--- src/design/jcc_pkg.sv ---
// constants, register layouts and codes of the jitter cleaner config bank
package jcc_pkg;
	// sampling clock and signal-loss timing
	localparam int CLK_PERIOD_NS = 100;
	localparam int LOS_STEP_NS   = 1600;
	localparam int LOS_STEP_CYC  =
		(LOS_STEP_NS + CLK_PERIOD_NS - 1) / CLK_PERIOD_NS;
	localparam logic [5:0] FRAME_BITS = 6'h20;

	// register indexes; byte address is four times the index
	localparam logic [4:0] IDX_CFG0     = 5'h00;
	localparam logic [4:0] IDX_CFG1     = 5'h01;
	localparam logic [4:0] IDX_CFG2     = 5'h02;
	localparam logic [4:0] IDX_STATUS   = 5'h10;
	localparam logic [4:0] IDX_IRQ_STAT = 5'h11;
	localparam logic [4:0] IDX_IRQ_EN   = 5'h12;
	localparam logic [4:0] IDX_IRQ_CLR  = 5'h13;
	localparam logic [4:0] IDX_LOCK     = 5'h1F;

	// bus answers
	localparam logic [1:0] RESP_OKAY   = 2'h0;
	localparam logic [1:0] RESP_SLVERR = 2'h2;

	// interrupt status bit positions
	localparam int IRQ_LOS_A  = 0;
	localparam int IRQ_LOS_B  = 1;
	localparam int IRQ_SWITCH = 2;
	localparam int IRQ_REJECT = 3;
	localparam int IRQ_W      = 4;

	// topology, reference mode, pin type and pin signal codes
	localparam logic [2:0] TOPO_DUAL      = 3'h0;
	localparam logic [2:0] TOPO_DUAL_ZD   = 3'h1;
	localparam logic [2:0] TOPO_SINGLE    = 3'h2;
	localparam logic [2:0] TOPO_SINGLE_ZD = 3'h3;
	localparam logic [2:0] TOPO_DIST      = 3'h4;
	localparam logic [1:0] REF_MANUAL_A   = 2'h0;
	localparam logic [1:0] REF_MANUAL_B   = 2'h1;
	localparam logic [1:0] REF_AUTO       = 2'h2;
	localparam logic [1:0] PIN_INPUT      = 2'h0;
	localparam logic [1:0] PIN_PUSH_PULL  = 2'h1;
	localparam logic [1:0] PIN_OPEN_DRAIN = 2'h2;
	localparam logic [2:0] SIG_LOW        = 3'h0;
	localparam logic [2:0] SIG_PLL_LOCK   = 3'h1;
	localparam logic [2:0] SIG_LOS_A      = 3'h2;
	localparam logic [2:0] SIG_LOS_B      = 3'h3;
	localparam logic [2:0] SIG_REF_B      = 3'h4;
	localparam logic [2:0] SIG_IRQ        = 3'h5;
	localparam logic [2:0] SIG_HIGH       = 3'h6;

	// register layouts, lsb last
	typedef struct packed {
		logic [19:0] rsvd;
		logic        distributionSourceSelect;
		logic [1:0]  oscInputFrequencyRange;
		logic [2:0]  feedbackSelect;
		logic        oscInputBufferPowerdown;
		logic [2:0]  topology;
		logic        powerdown;
		logic        swReset;
	} cfg0_t;
	typedef struct packed {
		logic [23:0] rsvd;
		logic [2:0]  signalLossTimeout;
		logic        signalLossDetectEnable;
		logic        refInputBAutoEnable;
		logic        refInputAAutoEnable;
		logic [1:0]  referenceSelectMode;
	} cfg1_t;
	typedef struct packed {
		logic [23:0] rsvd;
		logic [2:0]  holdoverPinSignalSelect;
		logic [1:0]  lockPinIoType;
		logic [2:0]  lockPinSignalSelect;
	} cfg2_t;

	// values after reset
	localparam logic [31:0] CFG0_RESET = 32'h0000_0000;
	localparam logic [31:0] CFG1_RESET = 32'h0000_0004;
	localparam logic [31:0] CFG2_RESET = 32'h0000_0009;
endpackage : jcc_pkg

--- src/design/jitter_cleaner_config_controls.sv ---
// config bank: serial and axi4-lite writes, signal-loss, ref select, pins
//
// The register addresses and the AXI4-Lite slave port were decided locally.
`timescale 1ns/1ps

// What this block does
// (RULE_01) reset bit restores all config defaults
// (RULE_02) host clears reset bit afterwards
// (RULE_03) powerdown bit powers whole device down
// (RULE_04) topology field selects active loops
// (RULE_05) bit powers down oscillator input buffer
// (RULE_06) feedback field picks zero-delay feedback source
// (RULE_07) host sets oscillator frequency range correctly
// (RULE_08) divided source only in internal oscillator topologies
// (RULE_09) lock set blocks writes to registers 0-30; code blocks only registers 0-2, irq enable and clear stay writable
// (RULE_10) mode field chooses reference selection method
// (RULE_11) auto switching never picks disabled inputs
// (RULE_12) enable bit activates signal-loss monitoring
// (RULE_13) timeout field sets inactivity before loss
// (RULE_14) selectors choose lock and holdover pin signals
// (RULE_15) type field sets lock pin direction
// (RULE_16) only complete latched frames change registers
module jitter_cleaner_config_controls (
	// clock and reset
	input  wire logic        clk,
	input  wire logic        rstn,
	// axi4-lite slave
	input  wire logic        awvalid,
	output logic             awready,
	input  wire logic [31:0] awaddr,
	input  wire logic [2:0]  awprot,
	input  wire logic        wvalid,
	output logic             wready,
	input  wire logic [31:0] wdata,
	input  wire logic [3:0]  wstrb,
	output logic             bvalid,
	input  wire logic        bready,
	output logic [1:0]       bresp,
	input  wire logic        arvalid,
	output logic             arready,
	input  wire logic [31:0] araddr,
	input  wire logic [2:0]  arprot,
	output logic             rvalid,
	input  wire logic        rready,
	output logic [31:0]      rdata,
	output logic [1:0]       rresp,
	// serial programming pins
	input  wire logic        serClk,
	input  wire logic        serData,
	input  wire logic        serLatch,
	// reference inputs and loop status
	input  wire logic        referenceInputA,
	input  wire logic        referenceInputB,
	input  wire logic        pllLocked,
	// configuration outputs
	output logic             deviceDown,
	output logic             pll1Active,
	output logic             pll2Active,
	output logic             zeroDelayActive,
	output logic             oscInputBufferDown,
	output logic [2:0]       feedbackSelect,
	output logic             distUsesDivider,
	output logic [1:0]       oscInputFrequencyRange,
	output logic             refSelectB,
	output logic [1:0]       signalLoss,
	// status pins
	input  wire logic        lockStatusPinIn,
	output logic             lockStatusPinOut,
	output logic             lockStatusPinOe,
	output logic             holdoverPinOut,
	// interrupt
	output logic             irq
);
	import jcc_pkg::*;

	typedef struct packed {
		cfg0_t             cfg0;
		cfg1_t             cfg1;
		cfg2_t             cfg2;
		logic              progLock;
		logic [2:0]        serClkS;
		logic [1:0]        serDataS;
		logic [2:0]        serLatchS;
		logic [1:0][2:0]   refS;
		logic [1:0]        lockInS;
		logic [31:0]       shift;
		logic [5:0]        bitCnt;
		logic [1:0][7:0]   losCnt;
		logic [1:0]        los;
		logic              refSelB;
		logic [IRQ_W-1:0]  irqStat;
		logic [IRQ_W-1:0]  irqEn;
		logic              awHave;
		logic              awBad;
		logic [4:0]        awIdx;
		logic              wHave;
		logic [31:0]       wData;
		logic [3:0]        wStrb;
		logic              bValid;
		logic [1:0]        bResp;
		logic              rValid;
		logic [31:0]       rData;
		logic [1:0]        rResp;
		logic [10:0]       outs;
		logic [2:0]        fbSel;
		logic [1:0]        freqRange;
		logic              hoPin;
	} state_t;

	state_t q;
	state_t d;

	// decode shared by read path and write merge
	function automatic logic isMapped(input logic [4:0] idx);
		isMapped = idx inside {IDX_CFG0, IDX_CFG1, IDX_CFG2, IDX_STATUS,
			IDX_IRQ_STAT, IDX_IRQ_EN, IDX_IRQ_CLR, IDX_LOCK};
	endfunction : isMapped

	function automatic logic [31:0] regVal(input state_t s,
		input logic [4:0] idx);
		unique case (idx)
			IDX_CFG0:     regVal = s.cfg0;
			IDX_CFG1:     regVal = s.cfg1;
			IDX_CFG2:     regVal = s.cfg2;
			IDX_LOCK:     regVal = {31'h0000_0000, s.progLock};
			IDX_STATUS:   regVal = {28'h000_0000, s.lockInS[1], s.refSelB,
				s.los};
			IDX_IRQ_STAT: regVal = {28'h000_0000, s.irqStat};
			IDX_IRQ_EN:   regVal = {28'h000_0000, s.irqEn};
			default:      regVal = 32'h0000_0000; // clear reads zero
		endcase
	endfunction : regVal

	// pin signal mux, used for lock and holdover pins
	function automatic logic pinSig(input state_t s, input logic [2:0] sel);
		unique case (sel)
			SIG_PLL_LOCK: pinSig = pllLocked;
			SIG_LOS_A:    pinSig = s.los[0];
			SIG_LOS_B:    pinSig = s.los[1];
			SIG_REF_B:    pinSig = s.refSelB;
			SIG_IRQ:      pinSig = |(s.irqStat & s.irqEn);
			SIG_HIGH:     pinSig = 1'b1;
			default:      pinSig = 1'b0;
		endcase
	endfunction : pinSig

	// handshake outputs straight from state
	assign awready = ~q.awHave;
	assign wready  = ~q.wHave;
	assign bvalid  = q.bValid;
	assign bresp   = q.bResp;
	assign arready = ~q.rValid;
	assign rvalid  = q.rValid;
	assign rdata   = q.rData;
	assign rresp   = q.rResp;
	assign irq     = |(q.irqStat & q.irqEn);

	// registered data outputs
	assign {deviceDown, pll1Active, pll2Active, zeroDelayActive,
		oscInputBufferDown, distUsesDivider, refSelectB, signalLoss,
		lockStatusPinOut, lockStatusPinOe} = q.outs;
	assign holdoverPinOut         = q.hoPin; // RULE_14
	assign feedbackSelect         = q.fbSel;
	assign oscInputFrequencyRange = q.freqRange; // RULE_07

	// next-state logic for the whole bank
	always_comb begin
		logic        serEdge;
		logic        latchRise;
		logic        doWrite;
		logic        fromSer;
		logic [4:0]  wIdx;
		logic [31:0] wVal;
		logic [31:0] merged;
		logic [3:0]  strb;
		logic [31:0] clrMask;
		logic [IRQ_W-1:0] ev;
		logic [7:0]  losLimit;
		logic [1:0]  enMask;
		logic        cur;
		logic        curOk;
		logic        othOk;
		logic [3:0]  topo;
		logic        sig;
		d         = q;
		doWrite   = 1'b0;
		fromSer   = 1'b0;
		wIdx      = q.awIdx;
		wVal      = q.wData;
		strb      = q.wStrb;
		merged    = 32'h0000_0000;
		clrMask   = 32'h0000_0000;
		ev        = '0;
		topo      = 4'h0;
		// two-stage synchronisers, third stage only for edges
		d.serClkS   = {q.serClkS[1:0], serClk};
		d.serDataS  = {q.serDataS[0], serData};
		d.serLatchS = {q.serLatchS[1:0], serLatch};
		d.refS[0]   = {q.refS[0][1:0], referenceInputA};
		d.refS[1]   = {q.refS[1][1:0], referenceInputB};
		d.lockInS   = {q.lockInS[0], lockStatusPinIn};
		serEdge   = q.serClkS[1] & ~q.serClkS[2];
		latchRise = q.serLatchS[1] & ~q.serLatchS[2];
		// serial shifter, msb first; count saturates on overlong frames
		if (serEdge) begin
			d.shift = {q.shift[30:0], q.serDataS[1]};
			if (q.bitCnt != 6'h3F)
				d.bitCnt = q.bitCnt + 6'h01;
		end
		if (latchRise) begin
			d.bitCnt = 6'h00;
			if (q.bitCnt == FRAME_BITS) begin // RULE_16
				doWrite = 1'b1;
				fromSer = 1'b1;
				wIdx    = q.shift[4:0];
				wVal    = {5'h00, q.shift[31:5]};
				strb    = 4'hF;
			end
		end
		// axi capture; address and data accepted in either order
		if (awvalid && !q.awHave) begin
			d.awHave = 1'b1;
			d.awIdx  = awaddr[6:2];
			d.awBad  = (|awaddr[31:7]) | ~isMapped(awaddr[6:2]);
		end
		if (wvalid && !q.wHave) begin
			d.wHave = 1'b1;
			d.wData = wdata;
			d.wStrb = wstrb;
		end
		if (q.bValid && bready)
			d.bValid = 1'b0;
		// serial frame wins the write port; the bus write waits a cycle
		if (!fromSer && q.awHave && q.wHave && !q.bValid) begin
			doWrite  = 1'b1;
			d.awHave = 1'b0;
			d.wHave  = 1'b0;
			d.bValid = 1'b1;
			d.bResp  = q.awBad ? RESP_SLVERR : RESP_OKAY;
		end
		// byte-lane merge into the current register value
		for (int b = 0; b < 4; b++)
			merged[b*8 +: 8] = strb[b] ? wVal[b*8 +: 8]
				: 8'(regVal(q, wIdx) >> (b*8));
		if (doWrite && (fromSer || !q.awBad)) begin
			unique case (wIdx)
				IDX_LOCK: d.progLock = merged[0];
				IDX_CFG0, IDX_CFG1, IDX_CFG2: begin
					if (q.progLock) begin
						ev[IRQ_REJECT] = 1'b1; // RULE_09
					end else if (wIdx == IDX_CFG0 && merged[0]) begin
						// every unlocked write with the bit set resets again
						d.cfg0     = CFG0_RESET | 32'h0000_0001; // RULE_01 RULE_02
						d.cfg1     = CFG1_RESET;
						d.cfg2     = CFG2_RESET;
						d.progLock = 1'b0;
					end else if (wIdx == IDX_CFG0) begin
						d.cfg0 = merged;
					end else if (wIdx == IDX_CFG1) begin
						d.cfg1 = merged;
					end else begin
						d.cfg2 = merged;
					end
				end
				// interrupt registers are bus-only; serial frames skip them
				IDX_IRQ_EN:  d.irqEn = fromSer ? q.irqEn : merged[IRQ_W-1:0]; // RULE_09
				IDX_IRQ_CLR: clrMask = fromSer ? 32'h0000_0000 : wVal;
				default: ;
			endcase
		end
		// axi read, one cycle after the address is taken
		if (q.rValid && rready)
			d.rValid = 1'b0;
		if (arvalid && !q.rValid) begin
			d.rValid = 1'b1;
			if ((|araddr[31:7]) || !isMapped(araddr[6:2])) begin
				d.rData = 32'h0000_0000;
				d.rResp = RESP_SLVERR;
			end else begin
				d.rData = regVal(q, araddr[6:2]);
				d.rResp = RESP_OKAY;
			end
		end
		// signal-loss counters, restarted by any input transition
		losLimit = 8'(({5'h00, q.cfg1.signalLossTimeout} + 8'h01)
			* 8'(LOS_STEP_CYC)); // RULE_13
		for (int i = 0; i < 2; i++) begin
			if (!q.cfg1.signalLossDetectEnable
				|| (q.refS[i][1] ^ q.refS[i][2])) begin // RULE_12
				d.losCnt[i] = 8'h00;
				d.los[i]    = 1'b0;
			end else if (q.losCnt[i] >= losLimit) begin
				d.los[i] = 1'b1; // RULE_13
			end else begin
				d.losCnt[i] = q.losCnt[i] + 8'h01;
			end
		end
		ev[IRQ_LOS_A] = d.los[0] & ~q.los[0];
		ev[IRQ_LOS_B] = d.los[1] & ~q.los[1];
		// reference selection; mode 3 holds the present choice
		enMask = {q.cfg1.refInputBAutoEnable, q.cfg1.refInputAAutoEnable};
		cur    = q.refSelB;
		curOk  = enMask[cur] & ~q.los[cur];
		othOk  = enMask[~cur] & ~q.los[~cur];
		unique case (q.cfg1.referenceSelectMode) // RULE_10
			REF_MANUAL_A: d.refSelB = 1'b0;
			REF_MANUAL_B: d.refSelB = 1'b1;
			REF_AUTO: begin
				if (!curOk && othOk)
					d.refSelB = ~cur; // RULE_11
			end
			default: ;
		endcase
		ev[IRQ_SWITCH] = d.refSelB ^ q.refSelB;
		// sticky status: a new event beats a same-cycle clear
		d.irqStat = (q.irqStat & ~clrMask[IRQ_W-1:0]) | ev;
		// topology decode {loop1, loop2, zero delay, internal oscillator}
		unique case (q.cfg0.topology) // RULE_04
			TOPO_DUAL:      topo = 4'b1101;
			TOPO_DUAL_ZD:   topo = 4'b1111;
			TOPO_SINGLE:    topo = 4'b0101;
			TOPO_SINGLE_ZD: topo = 4'b0111;
			default:        topo = 4'b0000; // distribution and unused codes
		endcase
		if (q.cfg0.powerdown)
			topo = 4'b0000; // RULE_03
		// lock pin drive by type; open drain pulls low only
		sig = pinSig(q, q.cfg2.lockPinSignalSelect); // RULE_14
		d.outs = {q.cfg0.powerdown, topo[3], topo[2], topo[1],
			q.cfg0.oscInputBufferPowerdown | q.cfg0.powerdown, // RULE_05
			q.cfg0.distributionSourceSelect & topo[0], // RULE_08
			q.refSelB, q.los, 2'b00};
		unique case (q.cfg2.lockPinIoType) // RULE_15
			PIN_PUSH_PULL:  d.outs[1:0] = {sig, 1'b1};
			PIN_OPEN_DRAIN: d.outs[1:0] = {1'b0, ~sig};
			default:        d.outs[1:0] = 2'b00; // pin is an input
		endcase
		d.fbSel     = topo[1] ? q.cfg0.feedbackSelect : 3'h0; // RULE_06
		d.freqRange = q.cfg0.oscInputFrequencyRange;
		// holdover pin follows its selector, same lag as the lock pin
		d.hoPin     = pinSig(q, q.cfg2.holdoverPinSignalSelect); // RULE_14
	end

	// single state register
	always_ff @(posedge clk or negedge rstn) begin
		if (!rstn) begin
			q      <= '0;
			q.cfg1 <= CFG1_RESET;
			q.cfg2 <= CFG2_RESET;
		end else begin
			q <= d;
		end
	end
endmodule : jitter_cleaner_config_controls

--- config.mk ---
export PLATFORM = sky130hd
export DESIGN_NAME = jitter_cleaner_config_controls
export DESIGN_NICKNAME = d
export VERILOG_FILES = /design/src/design/jcc_pkg.sv /design/src/design/jitter_cleaner_config_controls.sv
export SDC_FILE = /design/constraint.sdc
export NUM_CORES = 1
export LEC_CHECK = 0
export BUFFER_PORTS_ARGS = -buffer_cell sky130_fd_sc_hd__buf_2
export CAP_MARGIN = 5
export CELL_PAD_IN_SITES_DETAIL_PLACEMENT = 1
export CELL_PAD_IN_SITES_GLOBAL_PLACEMENT = 2
export CORE_ASPECT_RATIO = 1.4
export CORE_UTILIZATION = 30
export DETAILED_ROUTE_END_ITERATION = 6
export PLACE_DENSITY = 0.76
export SKIP_CTS_REPAIR_TIMING = 1
export SLEW_MARGIN = 25
export SYNTH_ARGS = -nofsm -noshare
export SYNTH_HDL_FRONTEND = slang
export SYNTH_SLANG_ARGS = --single-unit
--- constraint.sdc ---
create_clock -name clk -period 3.5 [get_ports clk]
set_input_delay 0.525 -clock clk [delete_from_list [all_inputs] [get_ports clk]]
set_output_delay 0.525 -clock clk [all_outputs]
set_load 0.03 [all_outputs]
==> results of run 1 <==
==> final timing paths <==
kind / from / to / slack [ns] / cells past startpoint
min in group asynchronous: rstn / d[173] / 0.52 / 2
setup reg to reg: q[126] / q[236] / 0.20 / 10
setup / recovery: q[126] / q[236] / 0.20 / 10
max in group asynchronous: rstn / q[256] / 2.14 / 3
hold / removal: lockStatusPinIn / d[165] / 0.05 / 1
hold reg to reg: d[176] / q[176] / 0.35 / 0
==> critical path: stages, from the launching register on <==
cell	delay, ns
dfrtp_1	0.42
inv_1	0.07
ha_1	0.19
or4b_1	0.64
o211ai_1	0.47
o21ai_2	0.11
buf_4	0.26
a221oi_1	0.37
a21oi_1	0.15
and2_1	0.20
mux2_1	0.28
==> flip-flops by register name, summed over array words and instances (netlist names), 2 cells and up <==
register and cells:
d 16, feedbackSelect 3, oscInputFrequencyRange 2, q 206, rdata 32, signalLoss 2
==> per-layer routing <==
layer | wire [um] | global-route usage [%] | vias up
met4 | 1036 | 5.860 | 0
met1 | 18430 | 24.02 | 5318
met2 | 19350 | 29.47 | 256
li1 | - | - | 4837
met3 | 1741 | 2.200 | 55
met5 | 0 | 0 | -
==> through the flow <==
| step | setup WS (ns) | power [uW] | utilization [%] | instance area (um^2) |
|---|---|---|---|---|
| 2_1_floorplan | 0.7188 | 5459 | - | 13550 |
| 3_3_place_gp | 0.2936 | 6210 | 33.43 | 14810 |
| 3_5_place_dp | 0.2411 | 6313 | 33.43 | 14810 |
| 4_1_cts | 0.1944 | 9568 | 35.70 | 15810 |
| 5_1_grt | 0.02716 | 9966 | 35.76 | 15840 |
| 6_report | 0.2002 | 9478 | 35.76 | 15840 |
==> final cells by class <==
| class | instances | area [um^2] |
|---|---|---|
| multi-input combinational | 840 | 5859 |
| inverter | 45 | 168.9 |
| tap | 558 | 698.2 |
| clock buffer | 43 | 867.1 |
| fill | 4902 | 28450 |
| timing repair buffer | 200 | 1224 |
| sequential | 275 | 6885 |
| clock inverter | 9 | 137.6 |
==> layout by cell type (no fill, tap or decap), types with 10 or more instances in the layout <==
master / n
buf_4: 23
nor2_1: 56
clkbuf_16: 28
mux2i_1: 24
a22o_1: 31
nor4_1: 23
a221oi_1: 28
o21ai_0: 97
a22oi_1: 12
dfrtp_1: 272
nand3_1: 18
a21oi_1: 48
nand4_1: 12
a222oi_1: 28
nand2b_1: 11
buf_2: 165
ha_1: 17
nand2_1: 130
buf_12: 10
mux2_2: 94
nor3_1: 22
clkbuf_8: 11
inv_1: 45
nand3b_1: 26
xnor2_1: 20
and2_1: 17
mux2_1: 12
==> cells by family (layout without fill, tap and decap cells) <==
kind of cell             after synthesis  after routing
buffers and inverters                171            297
AO/OA/AOI/OAI                        315            315
AND/OR/NAND/NOR                      352            352
XOR/XNOR                              23             23
adder cells (fa/ha/maj)               17             17
multiplexers                         131            131
flip-flops                           275            275
other                                  1              2
==> power breakdown <==
group | total, uW | internal (uW) | switching [uW] | leakage (uW)
logic | 2220 | 964 | 1260 | 0.00297
registers | 4050 | 3580 | 473 | 0.00365
clock network | 3200 | 1870 | 1340 | 0.000491
total | 9480 | 6410 | 3070 | 0.00711
==> flow_summary_export.csv, run 1 <==
group,metric,value,unit
status,outcome,"finished, final reports clean",
sta,slew_headroom,49.68,%
floorplan,initial_core_util,30.57,%
cts,clk_pin_slew,0.07,ns
power,p_per_area,598.4,mW/mm^2
global_route,grt_pass1_vias,11130,
cells_and_area,finalNonFillerCells,1970,
place,dp.cells,1916,
yosys,ys_top_cells_by_area,"dfrtp_1 50%, mux2_2 7.8%, o21ai_0 3.7%",
yosys,synthMostInstantiatedCell,"dfrtp_1",
sta,fin_crit,3.300,ns
sta,fmax,303.0,MHz
yosys,synthMuxAreaShare,10.70,%
yosys,synthArstFlopShare,100.0,%
yosys,ys_seq_elements,275,
yosys,yosys.area_share.simple,13.24,%
yosys,synth.top_cell.area_share,50.26,%
sta,tns,0,ns
cells_and_area,diodes,0,
yosys,yosys.cell_types.count,69,
cts,clk_latency,0.59,ns
worst_setup_path,timing_worst_setup_path_type,"flop to flop",
drt,antenna_left,0,
sta,fin_skew,0.02553,ns
yosys,synth_edf_count,0,
place,gp_congestion,0.8456,
cts,cts.sinks,275,
yosys,synth.avg_cell_area,10.54,um^2
cts,h-tree-depth,1,
drt,drc,0,
cts,cts-root-buf,"clkbuf_16",
global_route,overflow,0,
power,p_leak,0.007108,uW
power,peakVddDrop,0.0003326,V
yosys,ys_seq_area_share,50.85,%
yosys,synth_fa_ha_area_share,1.571,%
job,drv_cap,0,
cts,cts_tree,"yes",
yosys,syn-cell-area,0.01354,mm^2
floorplan,die_h,253.4,um
floorplan,die-area,0.04600,mm^2
worst_setup_path,worstPathArrival,3.77,ns
drt,wl,40560,um
yosys,ys_warn_count,0,
yosys,synth_top_family_by_area,"compound AO/OA/AOI/OAI gates",
cells_and_area,fin_nets,1527,
worst_setup_path,crit_path_max_fanout,25,
floorplan,io_pins,179,
cells_and_area,syn_to_final_growth,16.97,%
drt,via_per_inst,5.313,
worst_setup_path,start_kind,"flop",
drt,wl_per_cell,20.59,um
yosys,synthXorXnorAreaFrac,1.488,%
global_route,gr-usage-all-layers,17.80,%
drt,num_vias,10470,
place,io_buffers,166,
sta,setup_viol_count_final,0,
drt,drt_iter0_drc,618,
yosys,syn_inst,1285,
worst_hold_path,hold_class,"input pin to flop",
sta,slew_viol_final,0,
worst_setup_path,worstPathRequired,3.97,ns
global_route,antenna_found_initial,0,
sta,hold_violations,0,
worst_setup_path,end_kind,"flop",
yosys,synth_flop_cell,"dfrtp_1",
yosys,yosysTopAreaCell,"dfrtp_1",
global_route,grt_pass1_wl,64800,um
sta,rsz0062_at_grt,"no",
sta,post-route-period-util,94.28,%
floorplan,core,0.04429,mm^2
floorplan,fp-row-count,91,
yosys,synth_commonest_cells,"272 x dfrtp_1, 131 x nand2_1, 99 x o21ai_0",
sta,worst_slew_pin_slew,0.7515,ns
cells_and_area,drive_gt1_share,25.64,%
cts,clk_path_buf_depth,3,
global_route,grt_max_degree,74,
drt,first_pass_iters,6,
cts,cts_buffers,28,
floorplan,fp.dieW,181.6,um
sta,whs,0.05081,ns
yosys,synth_compound_area_share,15.86,%
place,dp_hpwl,28340,um
Note: power is estimated with default switching activity, not from simulation.
==> inputs of run 2 (changes only) <==
- RECOVER_POWER: not set -> 25
==> flow_summary_export.csv, run 2 (same netlist as run 1, synthesis figures left out) <==
group,metric,value,unit
status,outcome,"complete, but fails checks",
status,failed_checks,"capacitance limit, slew limit",
drt,drc,0,
sta,fin_crit,3.301,ns
cells_and_area,layout_common_cells,"272 x dfrtp_1, 165 x buf_2, 130 x nand2_1",
worst_setup_path,path_cells,"inv_1 > ha_1 > or4b_1 > o211ai_1 > o21ai_2 > buf_4 > a221oi_1 > a21oi_1 > and2_1 > mux2_1",
worst_setup_path,startpoint,"q[126]",
place,dp.cells,1916,
sta,worst_slew_pin_slew,1.999,ns
drt,via_per_inst,5.318,
power,p_leak,0.007096,uW
place,gp_congestion,0.8456,
cts,clk_path_buf_depth,3,
cts,h-tree-depth,1,
worst_hold_path,hold_class,"input pin to flop",
sta,whs,0.05072,ns
drt,wl,40550,um
cells_and_area,drive_gt1_share,25.50,%
worst_setup_path,start_kind,"flop",
power,p_per_area,599.0,mW/mm^2
floorplan,fp.dieW,181.6,um
place,dp_hpwl,28340,um
drt,num_vias,10480,
cells_and_area,final_common_cell,"dfrtp_1",
cells_and_area,fin_nets,1527,
sta,hold_violations,0,
drt,antenna_left,0,
worst_setup_path,worstPathArrival,3.77,ns
drt,wl_per_cell,20.58,um
worst_setup_path,slowest_delay,0.64,ns
cts,cts.sinks,275,
cells_and_area,largest-register,"q",
global_route,gr-usage-all-layers,17.80,%
cells_and_area,syn_to_final_growth,16.84,%
floorplan,initial_core_util,30.57,%
sta,setup_viol_count_final,0,
global_route,grt_pass1_wl,64800,um
worst_setup_path,timing_worst_setup_path_type,"flop to flop",
worst_setup_path,end_kind,"flop",
worst_setup_path,crit_path_max_fanout,25,
drt,first_pass_iters,5,
floorplan,io_pins,179,
global_route,grt_max_degree,74,
global_route,antenna_found_initial,0,
worst_setup_path,r2r-start,"q[126]",
global_route,grt_pass1_vias,11130,
cells_and_area,finalNonFillerCells,1970,
cts,clk_latency,0.59,ns
place,io_buffers,166,
sta,slew_viol_final,141,
global_route,overflow,0,
cts,cts_buffers,28,
sta,slew_headroom,-33.25,%
sta,tns,0,ns
floorplan,die-area,0.04600,mm^2
power,peakVddDrop,0.0003326,V
floorplan,fp-row-count,91,
worst_setup_path,crit_slowest_cell,"or4b_1",
sta,fmax,303.0,MHz
cts,cts-root-buf,"clkbuf_16",
floorplan,die_h,253.4,um
sta,fin_skew,0.02542,ns
job,drv_cap,3,
cts,cts_tree,"yes",
floorplan,core,0.04429,mm^2
place,dp_slack,0.2411,ns
sta,rsz0062_at_grt,"no",
worst_hold_path,hp-start,"lockStatusPinIn",
cts,clk_pin_slew,0.07,ns
sta,post-route-period-util,94.30,%
power,total_power,9478,uW
sta,worst_slack,0.1995,ns
cells_and_area,diodes,0,
worst_setup_path,worstPathRequired,3.97,ns
drt,drt_iter0_drc,618,
cells_and_area,largest_reg_flops,206,
## run 2: cell types whose count changed in the layout (fill, tap and decap cells not counted), sizes merged
cell,change
buf,-3
clkbuf,+3
## run 2: stage by stage
stage               util [%]  instance area (um^2)
floorplan                  -                 13550
global placement       33.43                 14810
detailed placement     33.43                 14810
CTS                    35.70                 15810
global route           35.72                 15820
finish                 35.72                 15820
## run 2: worst paths after layout
kind                          end  slack [ns]  depth (start not counted)
max in group asynchronous  q[256]        1.13                          3
setup / recovery           q[236]        0.20                         10
setup reg to reg           q[236]        0.20                         10
min in group asynchronous  d[173]        1.05                          2
hold reg to reg            q[176]        0.35                          0
hold / removal             d[165]        0.05                          1
## run 2: report_power, final
part	internal, uW	switching [uW]
Combinational	962	1260
Sequential	3580	473
Clock	1870	1340
Total	6410	3070
## run 2: final cells by class
type / count / area (um^2)
tap: 558 / 698.2
timing repair buffer: 200 / 1206
sequential: 275 / 6885
multi-input combinational: 840 / 5859
fill: 4904 / 28470
clock buffer: 43 / 867.1
inverter: 45 / 168.9
clock inverter: 9 / 137.6
## run 2: worst max-delay path, delay by kind of cell, from the launching register on
family          cells  cell delay, ns
compound gates      4            1.10
flops               1            0.42
mux                 1            0.28
fa+ha+maj           1            0.19
buf+inv             2            0.33
simple gates        2            0.84
## run 2: routing by layer
metal  vias up  global-route usage (%)  wire, um
met4         0                   5.860      1036
met5         -                       0         0
met2       272                   29.47     19350
met1      5315                   24.02     18350
met3        55                   2.200      1811
li1       4835                       -         -
